`config.mk`:
```
export PLATFORM = sky130hd
export DESIGN_NAME = rx_ctrl_regs
export DESIGN_NICKNAME = d
export VERILOG_FILES = /design/src/inc/rx_ctrl_pkg.sv /design/src/rtl/rx_ctrl_regs.sv
export SDC_FILE = /design/constraint.sdc
export NUM_CORES = 1
export LEC_CHECK = 0
export ABC_AREA = 0
export ABC_CLOCK_PERIOD_IN_PS = 7700
export BUFFER_PORTS_ARGS = -buffer_cell sky130_fd_sc_hd__buf_4
export CAP_MARGIN = 20
export CORE_MARGIN = 4
export CORE_UTILIZATION = 60
export CTS_BUF_LIST = sky130_fd_sc_hd__clkbuf_16
export DETAILED_ROUTE_END_ITERATION = 8
export GPL_ROUTABILITY_DRIVEN = 0
export PLACE_DENSITY_LB_ADDON = 0.1
export SETUP_SLACK_MARGIN = 0.15
export SLEW_MARGIN = 30
export SYNTH_ARGS = -nofsm -noshare
export SYNTH_HDL_FRONTEND = slang
export SYNTH_SLANG_ARGS = --single-unit
```
`constraint.sdc`:
```
create_clock -name clk_i -period 7.7 [get_ports clk_i]
set_clock_uncertainty 0.15 [all_clocks]
set_input_delay 0.385 -clock clk_i [delete_from_list [all_inputs] [get_ports clk_i]]
set_output_delay 0.385 -clock clk_i [all_outputs]
set_load 0.05 [all_outputs]
```
`src/inc/rx_ctrl_pkg.sv`:
```
package rx_ctrl_pkg;

    // Serial bus
    localparam logic [6:0] DEV_ADDR        = 7'h48;
    localparam logic [7:0] NUM_CTRL_REGS   = 8'h08;

    // Register offsets
    localparam logic [7:0] RECTIFIER_CONFIG_OFS       = 8'h00;
    localparam logic [7:0] CHARGE_CONFIG_OFS          = 8'h01;
    localparam logic [7:0] PRECHARGE_LEVEL_OFS        = 8'h02;
    localparam logic [7:0] ANALOG_SELECT_OFS          = 8'h03;
    localparam logic [7:0] CURRENT_LIMIT_SET_OFS      = 8'h04;
    localparam logic [7:0] THERMISTOR_MISC_OFS        = 8'h05;
    localparam logic [7:0] SENSE_GAIN_OFS             = 8'h06;
    localparam logic [7:0] SPARE_CONTROL_OFS          = 8'h07;
    localparam logic [7:0] FAULT_STATUS_OFS           = 8'h08;
    localparam logic [7:0] CTRL_RESET                 = 8'h00;

    // rectifier_config bits
    localparam int LOW_SIDE_FORCE_BIT   = 7;
    localparam int DETECT_CFG_BIT       = 6;
    localparam int HALF_SYNC_BIT        = 5;
    localparam int CONTROL_A_BIT        = 4;
    localparam int REF_ENABLE_BIT       = 3;
    localparam int REGULATE_BIT         = 2;
    localparam int PRECHARGE_EN_BIT     = 1;
    localparam int SWITCH_ENABLE_BIT    = 0;

    // charge_config bits
    localparam int INDIRECT_SEL_BIT     = 3;
    localparam int PACK_LOAD_BIT        = 2;
    localparam int OV_FORCE_BIT         = 1;
    localparam int MOD_ENABLE_BIT       = 0;

    // analog_select bits
    localparam int DIV_RATIO_BIT        = 3;
    localparam int ASEL_LSB             = 0;

    // thermistor_misc_control bits
    localparam int HIGH_RES_BIT         = 7;
    localparam int CORE_TUNE_BIT        = 5;
    localparam int PULLDOWN_BIT         = 4;
    localparam int OV_FET_MODE_BIT      = 3;
    localparam int REF_KILL_BIT         = 2;
    localparam int THERMISTOR_PIN_LSB            = 0;

    // sense_gain fields
    localparam int BATT_GAIN_LSB        = 3;
    localparam int OUT_GAIN_LSB         = 0;

    // Thermistor driver codes
    localparam logic [1:0] THERMISTOR_PIN_OFF    = 2'h0;
    localparam logic [1:0] THERMISTOR_PIN_ON     = 2'h1;
    localparam logic [1:0] THERMISTOR_PIN_AUTO   = 2'h2;

    localparam logic [2:0] ASEL_NONE    = 3'h0;

    typedef enum logic [3:0] {
        ST_IDLE,
        ST_ADDR,
        ST_ACK_ADDR,
        ST_OFFSET,
        ST_ACK_OFS,
        ST_WRITE,
        ST_ACK_WR,
        ST_READ,
        ST_RACK
    } bus_state_e;

endpackage

```
`src/rtl/rx_ctrl_regs.sv`:
```
`timescale 1ns/10ps
// Summary of operation
// Low-side force turns both low FETs on
// Detect cfg bit: totem-pole high, open-drain low
// Half-sync low: only low-side FETs switch
// Control_a low disables sync, overrides half-sync
// Reference enable bit powers precision reference
// Reference kill forces reference off
// Load switch mode: off, regulator, plain switch
// Precharge enable bit gates precharge source
// Indirect charge select bit at offset 1
// Pack load bit connects 500 Ohm load
// Over-voltage force or rectified OV turns FET
// FET mode: current source high, switch low
// Modulation enable drives modulation FETs
// Three-bit precharge level at offset 2
// Three-bit analog select plus divider ratio
// Select code zero leaves mux pin floating
// Four-bit indirect current limit at offset 4
// Two-bit thermistor control at offset 5
// Thermistor: off, on, auto with charging
// Pulldown bit loads mux buffer output
// Core regulator tuning bit for indirect
// High-resistance bit raises high-side on-resistance
// Two three-bit sense gain fields at 6
// Seven-bit output voltage setpoint field
// Setpoint code passed unchanged to regulator
// Fault register reports both over-voltage levels
// Fault register reports over-temperature level
// Fault register reports USB presence level
// Fault register reports current-limit level
// Answers serial bus address 0x48 only
// Offset byte, then data; fault register read-only
module rx_ctrl_regs
    import rx_ctrl_pkg::*;
(
    input  wire logic       clk_i,
    input  wire logic       rst_b_i,
    input  wire logic       ce_i,
    input  wire logic       scl_i,
    input  wire logic       sda_i,
    output logic            sda_o,
    output logic            sda_oe_o,
    input  wire logic       power_present_i,
    input  wire logic       pack_ov_i,
    input  wire logic       rect_ov_i,
    input  wire logic       over_temp_i,
    input  wire logic       usb_present_i,
    input  wire logic       current_limit_i,
    output logic            power_detect_o,
    output logic            power_detect_oe_o,
    output logic            low_side_force_o,
    output logic            rect_control_a_o,
    output logic            rect_half_sync_o,
    output logic            rect_full_sync_o,
    output logic            reference_enable_o,
    output logic            ls_regulator_o,
    output logic            ls_switch_o,
    output logic            precharge_enable_o,
    output logic [2:0]      precharge_level_o,
    output logic            indirect_charge_select_o,
    output logic            pack_load_enable_o,
    output logic            overvoltage_fet_on_o,
    output logic            overvoltage_fet_mode_o,
    output logic            modulation_enable_o,
    output logic [2:0]      analog_select_field_o,
    output logic            analog_mux_enable_o,
    output logic            rectified_divider_ratio_o,
    output logic [3:0]      indirect_current_limit_o,
    output logic            thermistor_drive_o,
    output logic            mux_pulldown_enable_o,
    output logic            core_regulator_tuning_o,
    output logic            high_resistance_select_o,
    output logic [2:0]      battery_sense_gain_o,
    output logic [2:0]      output_sense_gain_o,
    output logic [6:0]      output_voltage_setpoint_o
);

    typedef struct packed {
        logic [1:0]       scl_s;
        logic [1:0]       sda_s;
        logic             scl_d;
        logic             sda_d;
        logic [1:0][5:0]  flag_s;
        bus_state_e       st;
        logic [3:0]       bitcnt;
        logic [7:0]       shreg;
        logic [7:0]       ptr;
        logic             rw;
        logic             nack;
        logic             sda_oe;
        logic             det_pin;
        logic             det_oe;
        logic             rect_control_a;
        logic             rect_half;
        logic             rect_full;
        logic             ref_en;
        logic             sw_on;
        logic             ovfet_on;
        logic             mux_en;
        logic             thermistor_pin_on;
        logic [7:0][7:0]  regs;
    } state_s;

    state_s st_r;
    state_s st_nxt;

    logic       scl;
    logic       sda;
    logic       scl_rise;
    logic       scl_fall;
    logic       start_det;
    logic       stop_det;
    logic [5:0] flags;
    logic [7:0] fault_byte;
    logic [7:0] rd_byte;
    logic [7:0] r0;
    logic [7:0] r1;
    logic [7:0] r5;
    logic [7:0] rd_ptr;
    logic [7:0] nr0;
    logic [7:0] nr1;
    logic [7:0] nr5;
    logic [5:0] nflg;

    assign scl       = st_r.scl_s[1];
    assign sda       = st_r.sda_s[1];
    assign scl_rise  = scl & ~st_r.scl_d;
    assign scl_fall  = ~scl & st_r.scl_d;
    // Data moving while the clock is high frames a transfer
    assign start_det = scl & st_r.scl_d & ~sda & st_r.sda_d;
    assign stop_det  = scl & st_r.scl_d & sda & ~st_r.sda_d;
    assign flags     = st_r.flag_s[1];

    // Live levels, no latching: each bit follows its condition
    assign fault_byte = {3'h0, flags[4:0]};

    // After a master ack the next byte must be loaded at that same clock fall
    assign rd_ptr = (st_r.st == ST_RACK) ? st_r.ptr + 8'h01 : st_r.ptr;

    always_comb begin
        if (rd_ptr < NUM_CTRL_REGS) begin
            rd_byte = st_r.regs[rd_ptr[2:0]];
        end else if (rd_ptr == FAULT_STATUS_OFS) begin
            rd_byte = fault_byte;
        end else begin
            rd_byte = 8'h00;
        end
    end

    always_comb begin
        st_nxt          = st_r;
        st_nxt.scl_s    = {st_r.scl_s[0], scl_i};
        st_nxt.sda_s    = {st_r.sda_s[0], sda_i};
        st_nxt.scl_d    = scl;
        st_nxt.sda_d    = sda;
        st_nxt.flag_s   = {st_r.flag_s[0],
                           {power_present_i, pack_ov_i, rect_ov_i,
                            over_temp_i, usb_present_i, current_limit_i}};
        if (start_det) begin
            st_nxt.st     = ST_ADDR;
            st_nxt.bitcnt = 4'h0;
            st_nxt.sda_oe = 1'b0;
        end else if (stop_det) begin
            st_nxt.st     = ST_IDLE;
            st_nxt.sda_oe = 1'b0;
        end else if (scl_rise) begin
            unique case (st_r.st)
                ST_ADDR, ST_OFFSET, ST_WRITE: begin
                    st_nxt.shreg  = {st_r.shreg[6:0], sda};
                    st_nxt.bitcnt = st_r.bitcnt + 4'h1;
                end
                ST_READ: begin
                    st_nxt.bitcnt = st_r.bitcnt + 4'h1;
                end
                ST_RACK: begin
                    st_nxt.nack = sda;
                end
                default: begin
                end
            endcase
        end else if (scl_fall) begin
            unique case (st_r.st)
                ST_ADDR: begin
                    if (st_r.bitcnt == 4'h8) begin
                        if (st_r.shreg[7:1] == DEV_ADDR) begin
                            st_nxt.rw     = st_r.shreg[0];
                            st_nxt.sda_oe = 1'b1;
                            st_nxt.st     = ST_ACK_ADDR;
                        end else begin
                            st_nxt.st     = ST_IDLE;
                        end
                    end
                end
                ST_ACK_ADDR: begin
                    st_nxt.bitcnt = 4'h0;
                    if (st_r.rw) begin
                        st_nxt.shreg  = rd_byte;
                        st_nxt.sda_oe = ~rd_byte[7];
                        st_nxt.st     = ST_READ;
                    end else begin
                        st_nxt.sda_oe = 1'b0;
                        st_nxt.st     = ST_OFFSET;
                    end
                end
                ST_OFFSET: begin
                    if (st_r.bitcnt == 4'h8) begin
                        st_nxt.ptr    = st_r.shreg;
                        st_nxt.sda_oe = 1'b1;
                        st_nxt.st     = ST_ACK_OFS;
                    end
                end
                ST_ACK_OFS, ST_ACK_WR: begin
                    st_nxt.sda_oe = 1'b0;
                    st_nxt.bitcnt = 4'h0;
                    st_nxt.st     = ST_WRITE;
                end
                ST_WRITE: begin
                    if (st_r.bitcnt == 4'h8) begin
                        // Fault and unmapped offsets are acked but not stored
                        if (st_r.ptr < NUM_CTRL_REGS) begin
                            st_nxt.regs[st_r.ptr[2:0]] = st_r.shreg;
                        end
                        st_nxt.ptr    = st_r.ptr + 8'h01;
                        st_nxt.sda_oe = 1'b1;
                        st_nxt.st     = ST_ACK_WR;
                    end
                end
                ST_READ: begin
                    if (st_r.bitcnt == 4'h8) begin
                        st_nxt.sda_oe = 1'b0;
                        st_nxt.st     = ST_RACK;
                    end else begin
                        st_nxt.shreg  = {st_r.shreg[6:0], 1'b0};
                        st_nxt.sda_oe = ~st_r.shreg[6];
                    end
                end
                ST_RACK: begin
                    if (st_r.nack) begin
                        st_nxt.st     = ST_IDLE;
                    end else begin
                        // Pointer advances only once the byte is acked
                        st_nxt.ptr    = rd_ptr;
                        st_nxt.shreg  = rd_byte;
                        st_nxt.sda_oe = ~rd_byte[7];
                        st_nxt.bitcnt = 4'h0;
                        st_nxt.st     = ST_READ;
                        st_nxt.rw     = 1'b1;
                    end
                end
                ST_IDLE: begin
                end
            endcase
        end
        // Decodes from next-cycle values, so control pins come from flops
        // without adding a cycle of latency
        nr0  = st_nxt.regs[RECTIFIER_CONFIG_OFS[2:0]];
        nr1  = st_nxt.regs[CHARGE_CONFIG_OFS[2:0]];
        nr5  = st_nxt.regs[THERMISTOR_MISC_OFS[2:0]];
        nflg = st_nxt.flag_s[1];
        // Open-drain mode only ever pulls the pin low
        st_nxt.det_pin    = nr0[DETECT_CFG_BIT] & nflg[5];
        st_nxt.det_oe     = nr0[DETECT_CFG_BIT] | ~nflg[5];
        st_nxt.rect_control_a = ~nr0[CONTROL_A_BIT];
        st_nxt.rect_half  = nr0[CONTROL_A_BIT] & ~nr0[HALF_SYNC_BIT];
        st_nxt.rect_full  = nr0[CONTROL_A_BIT] & nr0[HALF_SYNC_BIT];
        st_nxt.ref_en     = nr0[REF_ENABLE_BIT] & ~nr5[REF_KILL_BIT];
        st_nxt.sw_on      = ~nr0[REGULATE_BIT] & nr0[SWITCH_ENABLE_BIT];
        st_nxt.ovfet_on   = nr1[OV_FORCE_BIT] | nflg[3];
        st_nxt.mux_en     =
            st_nxt.regs[ANALOG_SELECT_OFS[2:0]][ASEL_LSB +: 3] != ASEL_NONE;
        // Code 3 is undefined; treated as driver off
        unique case (nr5[THERMISTOR_PIN_LSB +: 2])
            THERMISTOR_PIN_ON:   st_nxt.thermistor_pin_on = 1'b1;
            THERMISTOR_PIN_AUTO: st_nxt.thermistor_pin_on = nr0[SWITCH_ENABLE_BIT]
                                          | nr0[PRECHARGE_EN_BIT];
            default:    st_nxt.thermistor_pin_on = 1'b0;
        endcase
    end

    always_ff @(posedge clk_i or negedge rst_b_i) begin
        if (!rst_b_i) begin
            st_r        <= '0;
            st_r.scl_s  <= 2'h3;
            st_r.sda_s  <= 2'h3;
            st_r.scl_d  <= 1'b1;
            st_r.sda_d  <= 1'b1;
            st_r.st     <= ST_IDLE;
            st_r.regs   <= {8{CTRL_RESET}};
            st_r.det_oe     <= 1'b1;
            st_r.rect_control_a <= 1'b1;
        end else if (ce_i) begin
            st_r <= st_nxt;
        end
    end

    assign sda_o    = 1'b0;
    assign sda_oe_o = st_r.sda_oe;

    assign r0 = st_r.regs[RECTIFIER_CONFIG_OFS[2:0]];
    assign r1 = st_r.regs[CHARGE_CONFIG_OFS[2:0]];
    assign r5 = st_r.regs[THERMISTOR_MISC_OFS[2:0]];

    assign power_detect_o    = st_r.det_pin;
    assign power_detect_oe_o = st_r.det_oe;

    assign low_side_force_o   = r0[LOW_SIDE_FORCE_BIT];
    assign rect_control_a_o       = st_r.rect_control_a;
    assign rect_half_sync_o   = st_r.rect_half;
    assign rect_full_sync_o   = st_r.rect_full;
    assign reference_enable_o = st_r.ref_en;
    assign ls_regulator_o     = r0[REGULATE_BIT];
    assign ls_switch_o        = st_r.sw_on;
    assign precharge_enable_o = r0[PRECHARGE_EN_BIT];
    assign precharge_level_o  = st_r.regs[PRECHARGE_LEVEL_OFS[2:0]][2:0];

    assign indirect_charge_select_o = r1[INDIRECT_SEL_BIT];
    assign pack_load_enable_o       = r1[PACK_LOAD_BIT];
    assign overvoltage_fet_on_o     = st_r.ovfet_on;
    assign overvoltage_fet_mode_o   = r5[OV_FET_MODE_BIT];
    assign modulation_enable_o      = r1[MOD_ENABLE_BIT];

    assign analog_select_field_o =
        st_r.regs[ANALOG_SELECT_OFS[2:0]][ASEL_LSB +: 3];
    assign analog_mux_enable_o   = st_r.mux_en;
    assign rectified_divider_ratio_o =
        st_r.regs[ANALOG_SELECT_OFS[2:0]][DIV_RATIO_BIT];

    assign indirect_current_limit_o =
        st_r.regs[CURRENT_LIMIT_SET_OFS[2:0]][3:0];

    assign thermistor_drive_o = st_r.thermistor_pin_on;

    assign mux_pulldown_enable_o    = r5[PULLDOWN_BIT];
    assign core_regulator_tuning_o  = r5[CORE_TUNE_BIT];
    assign high_resistance_select_o = r5[HIGH_RES_BIT];
    assign battery_sense_gain_o =
        st_r.regs[SENSE_GAIN_OFS[2:0]][BATT_GAIN_LSB +: 3];
    assign output_sense_gain_o  =
        st_r.regs[SENSE_GAIN_OFS[2:0]][OUT_GAIN_LSB +: 3];
    // Regulator decodes the code; bit 7 of the spare register is storage only
    assign output_voltage_setpoint_o =
        st_r.regs[SPARE_CONTROL_OFS[2:0]][6:0];

endmodule

```
; Word level (Yosys, flattened, before mapping)
; Index checks and enable logic that the tools add are counted.
[word_totals]
regBits = 118
output_inout_bits = 46
word_cells = 185
[op_classes]
n_addsub = 2
magnitude_cmp = 5
n_eq_ne = 33
n_mux = 57
n_bitwise = 29
n_reduce_logical = 24
[op_table]
columns = cell, n
row1 = $mux W43, 7
row2 = $mux W8, 10
row3 = $bwmux W64, 1
row4 = $pmux W8 S3, 2
row5 = $mux W4, 7
row6 = $ne A4 B4 Y1 const B, 7
row7 = $pmux W4 S7, 1
row8 = $reduce_and A9 Y1, 3
row9 = $mux W25, 1
row10 = $bmux W8 S3, 1
row11 = $demux W8 S3, 1
row12 = $reduce_and A8 Y1, 3
row13 = $mux W22, 1
row14 = $mux W21, 1
row15 = $eq A4 B3 Y1 const B, 4
row16 = $lt A8 B4 Y1 const B, 2
row17 = $mux W1, 14
row18 = $not A1 Y1, 14
row19 = $and A1 B1 Y1, 12
row20 = $mux W12, 1
row21 = $ne A2 B2 Y1 const B, 6
row22 = $reduce_bool A3 Y1, 4
row23 = $mux W9, 1
row24 = $ne A3 B3 Y1 const B, 3
row25 = other kinds (32), 43

; Depth between registers and ports, before layout
; Gate-level depths: netlist of run 1.
[depth]
ltp_word = 14
depth_mapped = 14

; Worst setup path after synthesis of run 1
; No wires, ideal clock.
[synth_path]
kind = flip-flop to flip-flop
from = register st_r[98] in the netlist's numbering
to = register st_r[85] in the netlist's numbering
arrival_time_ns = 2.946
setup_slack_ns = 4.527
path_stages_with_launch = 15
cell_sequence = dfrtp_1 buf_6 or4b_1 buf_4 inv_2 buf_2 ha_1 clkbuf_1 clkbuf_1 nand4_1 o21ai_0 a21oi_1 o41ai_1 mux2i_1 a21oi_1
[synth_between]
elab_chain_len = 9
[synth_lines]
columns = element, line
row1 = from (decl), rx_ctrl_regs.sv:105  ; state_s st_r;
row2 = from (signal assigned), rx_ctrl_regs.sv:293  ; st_r <= st_nxt;
row3 = branches (longest 9 deep; another with $lt A8 B4 Y1), n/a
; Parallel ways; which one is timed is not known. The select of a mux whose other input is x is not followed.
; A chain may end at the register's enable or synchronous reset.

; Worst setup path after layout of run 1
[layout_path]
from = register st_r[98] in the netlist's numbering
to = register st_r[86] in the netlist's numbering
; The elaborated chain is that of the path after synthesis.

==> flow_metrics.py, run 1 <==
metrics = {
    "die": {
        "dieArea_um2": 13100,
        "start_util_pct": 61.9,
        "rows": 38,
        "die_w_um": 114,
        "coreArea_um2": 10900,
        "ios": 57,
        "die_height_um": 114,
    },
    "timing": {
        "period_share_pct": 49.9,
        "post-route-min-period_ns": 3.84,
        "final_hold_viol_count": 0,
        "max_slew_margin_pct": 40.2,
        "fmax_mhz": 260,
        "setup-tns-final_ns": 0,
        "worst_slew_pin_slew_ns": 0.893,
        "rsz0062_at_grt": "false",
        "final_max_slew_viol_count": 0,
        "setup_viol": 0,
    },
    "global_route": {
        "first_global_vias": 5316,
        "met3_usage_pct": 6.66,
        "grt-ovfl-total": 0,
        "grt_pass1_wl_um": 28000,
        "antenna_found_initial": 0,
        "met2_usage_pct": 44.3,
        "met1_usage_pct": 36.6,
        "grt_max_degree": 68,
        "top_usage_layer": "met2",
        "grtUsageTotal_pct": 28.0,
    },
    "route": {
        "wirelength_um": 17200,
        "via_count": 5300,
        "vias_per_cell": 6.42,
        "first_pass_iters": 5,
        "routedWlPerCell_um": 20.8,
        "drcViolationCount": 0,
        "drt-initial-drc-count": 659,
        "ant_nets": 0,
    },
    "final_layout": {
        "finalInstanceArea_um2": 7620,
        "fillers": 817,
        "n_antenna_cell": 0,
        "syn_to_final_growth_pct": 12.6,
        "drive_gt1_share_pct": 26.7,
        "fin_nets": 693,
    },
    "power": {
        "ir_drop_mv": 0.209,
        "p_per_area_nw_per_um2": 201,
        "power_leakage_nw": 3.63,
        "totalPowerFinal_w": 0.00153,
    },
    "worst_setup_path": {
        "path_max_fanout": 21,
        "rr_endpoint": "st_r[86]",
        "r2r_slack_ns": 3.86,
        "critical_path_arrival_ns": 3.99,
        "crit_path_end_kind": "flip-flop",
        "critical-path-top-delay-family": "simple AND/OR/NAND/NOR gates",
        "slowest_delay_ns": 0.81,
        "worst-setup-path-type": "flip-flop to flip-flop",
        "cp_slowest_cell": "or4b_1",
        "critPathRequiredTime_ns": 7.84,
        "r2r_start": "st_r[98]",
        "path_buf_inv": 1,
        "r2r_cells": 9,
        "crit_chain": "or4b_1, inv_2, ha_1, nand2_1, mux2i_1, a22oi_1, nand4_1, o311ai_1, a221o_1",
        "critPathLaunchType": "flip-flop",
    },
    "synthesis": {
        "syn-cell-area_um2": 6770,
        "ys_ff_latch": 118,
        "synth_edf_count": 0,
        "async_flop_share_pct": 100,
        "synthDistinctLibCells": 73,
        "synth_warnings": 0,
        "synthCells": 661,
        "ys_seq_area_share_pct": 43.7,
        "syn_avg_cell_area_um2": 10.2,
        "ys.flop_type": "dfrtp_1",
        "syn-num-nets": 681,
    },
    "placement": {
        "io_buffers": 55,
        "dp_hpwl_um": 11800,
        "postPlaceCellArea_um2": 7040,
    },
    "cts": {
        "clock-sinks": 118,
        "cts_tree": "built",
        "cts_setup_buffers": 0,
        "clkTransAtPathRegs_ns": 0.05,
        "cts_buffers": 17,
        "clockRootBuffer": "clkbuf_16",
        "clk_latency_ns": 0.42,
        "cts_resized": 0,
        "h-tree-depth": 4,
        "hold_buffers": 1,
        "clock_path_buffers": 2,
    },
    "job": {
        "maxCapViolCount": 0,
    },
    "hold_path": {
        "min_to": "nflg[0]",
        "min-delay-start": "current_limit_i",
        "hp-class": "primary input to flip-flop",
        "hold_depth": 2,
    },
    "status": {
        "status": "finished clean",
    },
}
## where the power goes
part / switching, W / internal [W] / leakage [nW] / total (W)
Clock: 0.000274 / 0.000465 / 0.271 / 0.000738
Sequential: 0.0000226 / 0.000647 / 1.57 / 0.000669
Combinational: 0.0000854 / 0.0000405 / 1.79 / 0.000126
## layout make-up
cell class              count  area, µm²  share of cell area [%]
repair buffers             61        500                    6.56
clock buffers              17        425                    5.58
multi-input cells         453       3350                    44.0
clock inverters            14        124                    1.62
well taps                 140        175                    2.30
inverters                  22       82.6                    1.08
flip-flops and latches    118       2960                    38.9
## worst max-delay path by stage
stage,start,end,depth (start not counted)
3_5_place_dp,st_r[98],st_r[87],9
5_1_grt,st_r[100],st_r[86],9
6_report,st_r[98],st_r[86],9
4_1_cts,st_r[98],st_r[87],9
2_1_floorplan,st_r[98],st_r[85],14
3_3_place_gp,st_r[98],st_r[92],6
## cell families (layout without fill, tap and decap cells)
group,count (synthesis),after routing,synth area share (%)
adders and majority gates,9,9,1.66
buffers and inverters,90,114,6.87
DFF,118,118,43.7
muxes,112,112,19.2
and+or+nand+nor,200,200,15.3
other,1,1,0.0554
AOI/OAI and AO/OA,126,126,12.5
xor gates and xnor gates,5,5,0.646
## state kept, by name, indices dropped and copies added (netlist names), 2 cells and up
name,flops
output_sense_gain_o,3
indirect_current_limit_o,4
analog_select_field_o,3
r0,8
output_voltage_setpoint_o,7
precharge_level_o,3
r5,8
battery_sense_gain_o,3
st_nxt,2
nflg,6
st_r,44
r1,8
flags,5
## layout by cell type, fill, tap and decap left out, types with 3 or more instances in the layout
cell type and count:
dfrtp_1 110, mux2_2 70, buf_4 58, nand2_1 55, nor2_1 42, o21ai_0 36, mux2i_1 35, a21oi_1 25
inv_1 23, nand3_1 21, clkbuf_16 17, nor3_1 13, nor2b_1 11, nand4_1 10, a22oi_1 9, ha_1 9
dfstp_2 8, nand3b_1 6, nand2b_1 6, and3_1 6, a31oi_1 6, or2_2 5, o22a_1 5, xor2_1 4
or3_1 4, nor4_1 4, clkinv_1 4, mux4_2 4, o311ai_1 4, a221o_1 4, nor3b_1 3, o22ai_1 3
o2bb2ai_1 3, o21ai_1 3, a211oi_1 3, o31ai_1 3, clkinvlp_4 3
## metal layers
| metal | up-vias | part of all wire [%] |
|---|---|---|
| li1 | 2408 | - |
| met1 | 2620 | 42 |
| met2 | 226 | 48 |
| met3 | 46 | 6.3 |
| met4 | 0 | 3.4 |
| met5 | - | 0 |
## synth_stat cells, drive strengths merged, types with 8 or more instances
| cell | number | area (µm²) |
|---|---|---|
| a21oi | 25 | 125 |
| a22oi | 9 | 67.6 |
| buf | 39 | 273 |
| clkbuf | 29 | 110 |
| dfrtp | 110 | 2750 |
| dfstp | 8 | 210 |
| ha | 9 | 113 |
| inv | 21 | 78.8 |
| mux2 | 70 | 788 |
| mux2i | 36 | 373 |
| nand2 | 56 | 213 |
| nand3 | 21 | 105 |
| nand4 | 10 | 62.6 |
| nor2 | 42 | 158 |
| nor2b | 11 | 68.8 |
| nor3 | 13 | 65.1 |
| nor4 | 8 | 83.8 |
| o21ai | 39 | 195 |
## stage by stage
step	hold slack (ns)	setup slack, ns	util [%]	cells
after CTS	0.0390	3.93	69.5	824
final	0.0539	3.86	69.7	825
after detailed placement	0.303	3.92	64.4	792
after floorplan	-0.0606	4.53	-	661
after global placement	0.291	3.92	64.0	791
after global routing	0.0421	3.57	69.7	825
Power figures use the tool's default switching activity.
==> run 2: changes to the inputs <==
ABC_CLOCK_PERIOD_IN_PS = 3850   (was 7700)
clock period = 3.85 ns   (was 7.7 ns; I/O delays follow)
==> flow_metrics.py, run 2 (synthesized netlist as in run 1, its figures left out) <==
metrics = {
    "route": {
        "routedWlPerCell_um": 21.3,
        "wirelength_um": 18000,
        "first_pass_iters": 7,
        "drt-initial-drc-count": 720,
        "ant_nets": 0,
        "vias_per_cell": 6.45,
        "via_count": 5440,
        "drcViolationCount": 0,
    },
    "die": {
        "die_w_um": 114,
        "dieArea_um2": 13100,
        "die_height_um": 114,
        "ios": 57,
        "rows": 38,
        "start_util_pct": 61.9,
        "coreArea_um2": 10900,
    },
    "worst_setup_path": {
        "crit_path_end_kind": "flip-flop",
        "crit_chain": "or4b_1, inv_2, ha_1, nand2_1, mux2i_1, a22oi_1, nand4_1, o311ai_1, a221o_1",
        "path_max_fanout": 19,
        "cp_slowest_cell": "or4b_1",
        "slowest_delay_ns": 0.77,
        "critical_path_arrival_ns": 3.58,
        "critPathRequiredTime_ns": 4.01,
        "worst-setup-path-type": "flip-flop to flip-flop",
        "critPathLaunchType": "flip-flop",
    },
    "timing": {
        "whs_ns": 0.0650,
        "setup_viol": 0,
        "max_slew_margin_pct": 41.2,
        "final_max_slew_viol_count": 0,
        "fmax_mhz": 292,
        "worst_slew_pin_slew_ns": 0.878,
        "post-route-min-period_ns": 3.42,
        "period_share_pct": 89.0,
        "final_hold_viol_count": 0,
        "setup-tns-final_ns": 0,
        "rsz0062_at_grt": "false",
    },
    "placement": {
        "io_buffers": 55,
        "dp_hpwl_um": 12300,
    },
    "cts": {
        "clk_latency_ns": 0.42,
        "clock-sinks": 118,
        "cts_setup_buffers": 0,
        "cts_buffers": 17,
        "clkTransAtPathRegs_ns": 0.06,
        "cts_resized": 0,
        "cts_tree": "built",
        "hold_buffers": 9,
        "clock_path_buffers": 2,
        "h-tree-depth": 4,
        "clockRootBuffer": "clkbuf_16",
    },
    "final_layout": {
        "fillers": 809,
        "syn_to_final_growth_pct": 15.3,
        "largest_register_ffs": 44,
        "registers.top_by_ff_count": "st_r",
        "final_common_cell": "dfrtp_1",
        "fin_nets": 710,
        "layout_common_cells": "dfrtp_1 (110), mux2_2 (70), buf_4 (68)",
        "n_antenna_cell": 0,
        "drive_gt1_share_pct": 28.2,
    },
    "power": {
        "ir_drop_mv": 0.437,
        "power_leakage_nw": 3.72,
        "p_per_area_nw_per_um2": 422,
    },
    "global_route": {
        "grtUsageTotal_pct": 29.5,
        "grt-ovfl-total": 0,
        "first_global_vias": 5497,
        "antenna_found_initial": 0,
        "grt_pass1_wl_um": 29500,
        "grt_max_degree": 84,
    },
    "hold_path": {
        "hp-class": "primary input to flip-flop",
    },
    "job": {
        "maxCapViolCount": 0,
    },
    "status": {
        "status": "finished clean",
    },
}
==> run 2: cell count changes in the layout (fill, tap and decap cells not counted), moves of 2 or more <==
cell / change
bufinv_16: +2
clkinv_1: -2
buf_16: -2
inv_1: -3
clkinv_4: +3
buf_4: +10
dlygate4sd3_1: +8
==> run 2: per-stage QoR <==
stage	instance area, µm²	total power [W]	util, %	cells	setup slack (ns)
detailed placement	7090	0.00161	64.8	802	0.513
floorplan	6770	0.00151	-	661	0.677
global route	7810	0.00342	71.4	843	0.192
CTS	7810	0.00332	71.4	843	0.495
global placement	7080	0.00160	64.8	802	0.632
finish	7810	0.00330	71.4	843	0.425
==> run 2: report_power, final <==
part / internal [W] / total [W] / switching, W
clock network: 0.00109 / 0.00170 / 0.000616
logic: 0.0000866 / 0.000261 / 0.000174
registers: 0.00129 / 0.00133 / 0.0000407
total: 0.00247 / 0.00330 / 0.000831
==> run 2: path summary, 6_finish.rpt <==
check,startpoint,endpoint,slack (ns),depth (start not counted)
max reg2reg,st_r[99],st_r[88],0.43,9
max,st_r[99],st_r[88],0.43,9
min,ce_i,scl,0.06,3
max in group asynchronous,rst_b_i,sda,2.48,3
min reg2reg,nflg[5],power_detect_oe_o,0.31,1
min in group asynchronous,rst_b_i,st_r[83],0.23,2
==> run 2: cell type report <==
cell class                      instances  area [µm²]  area share, %
Sequential cell                       118        2960           37.9
Clock buffer                           17         425           5.45
Timing Repair Buffer                   78         612           7.84
Tap cell                              140         175           2.24
Clock inverter                         15         204           2.61
Multi-Input combinational cell        453        3350           42.9
Inverter                               22        82.6           1.06
==> run 2: routing by layer <==
| layer | GRT usage, % | vias to the layer above | share of wire [%] |
|---|---|---|---|
| li1 | - | 2437 | - |
| met1 | 39.4 | 2723 | 41 |
| met2 | 47.0 | 243 | 50 |
| met3 | 6.50 | 37 | 6.9 |
| met4 | 12.0 | 0 | 2.4 |
| met5 | 0 | - | 0 |
==> run 2: critical path, delay by kind of cell (launching register included) <==
family          cells  cell delay (ns)
compound gates      3             0.57
fa+ha+maj           1             0.37
buf+inv             1             0.32
flops               1             0.56
mux                 1             0.35
simple gates        3             0.98
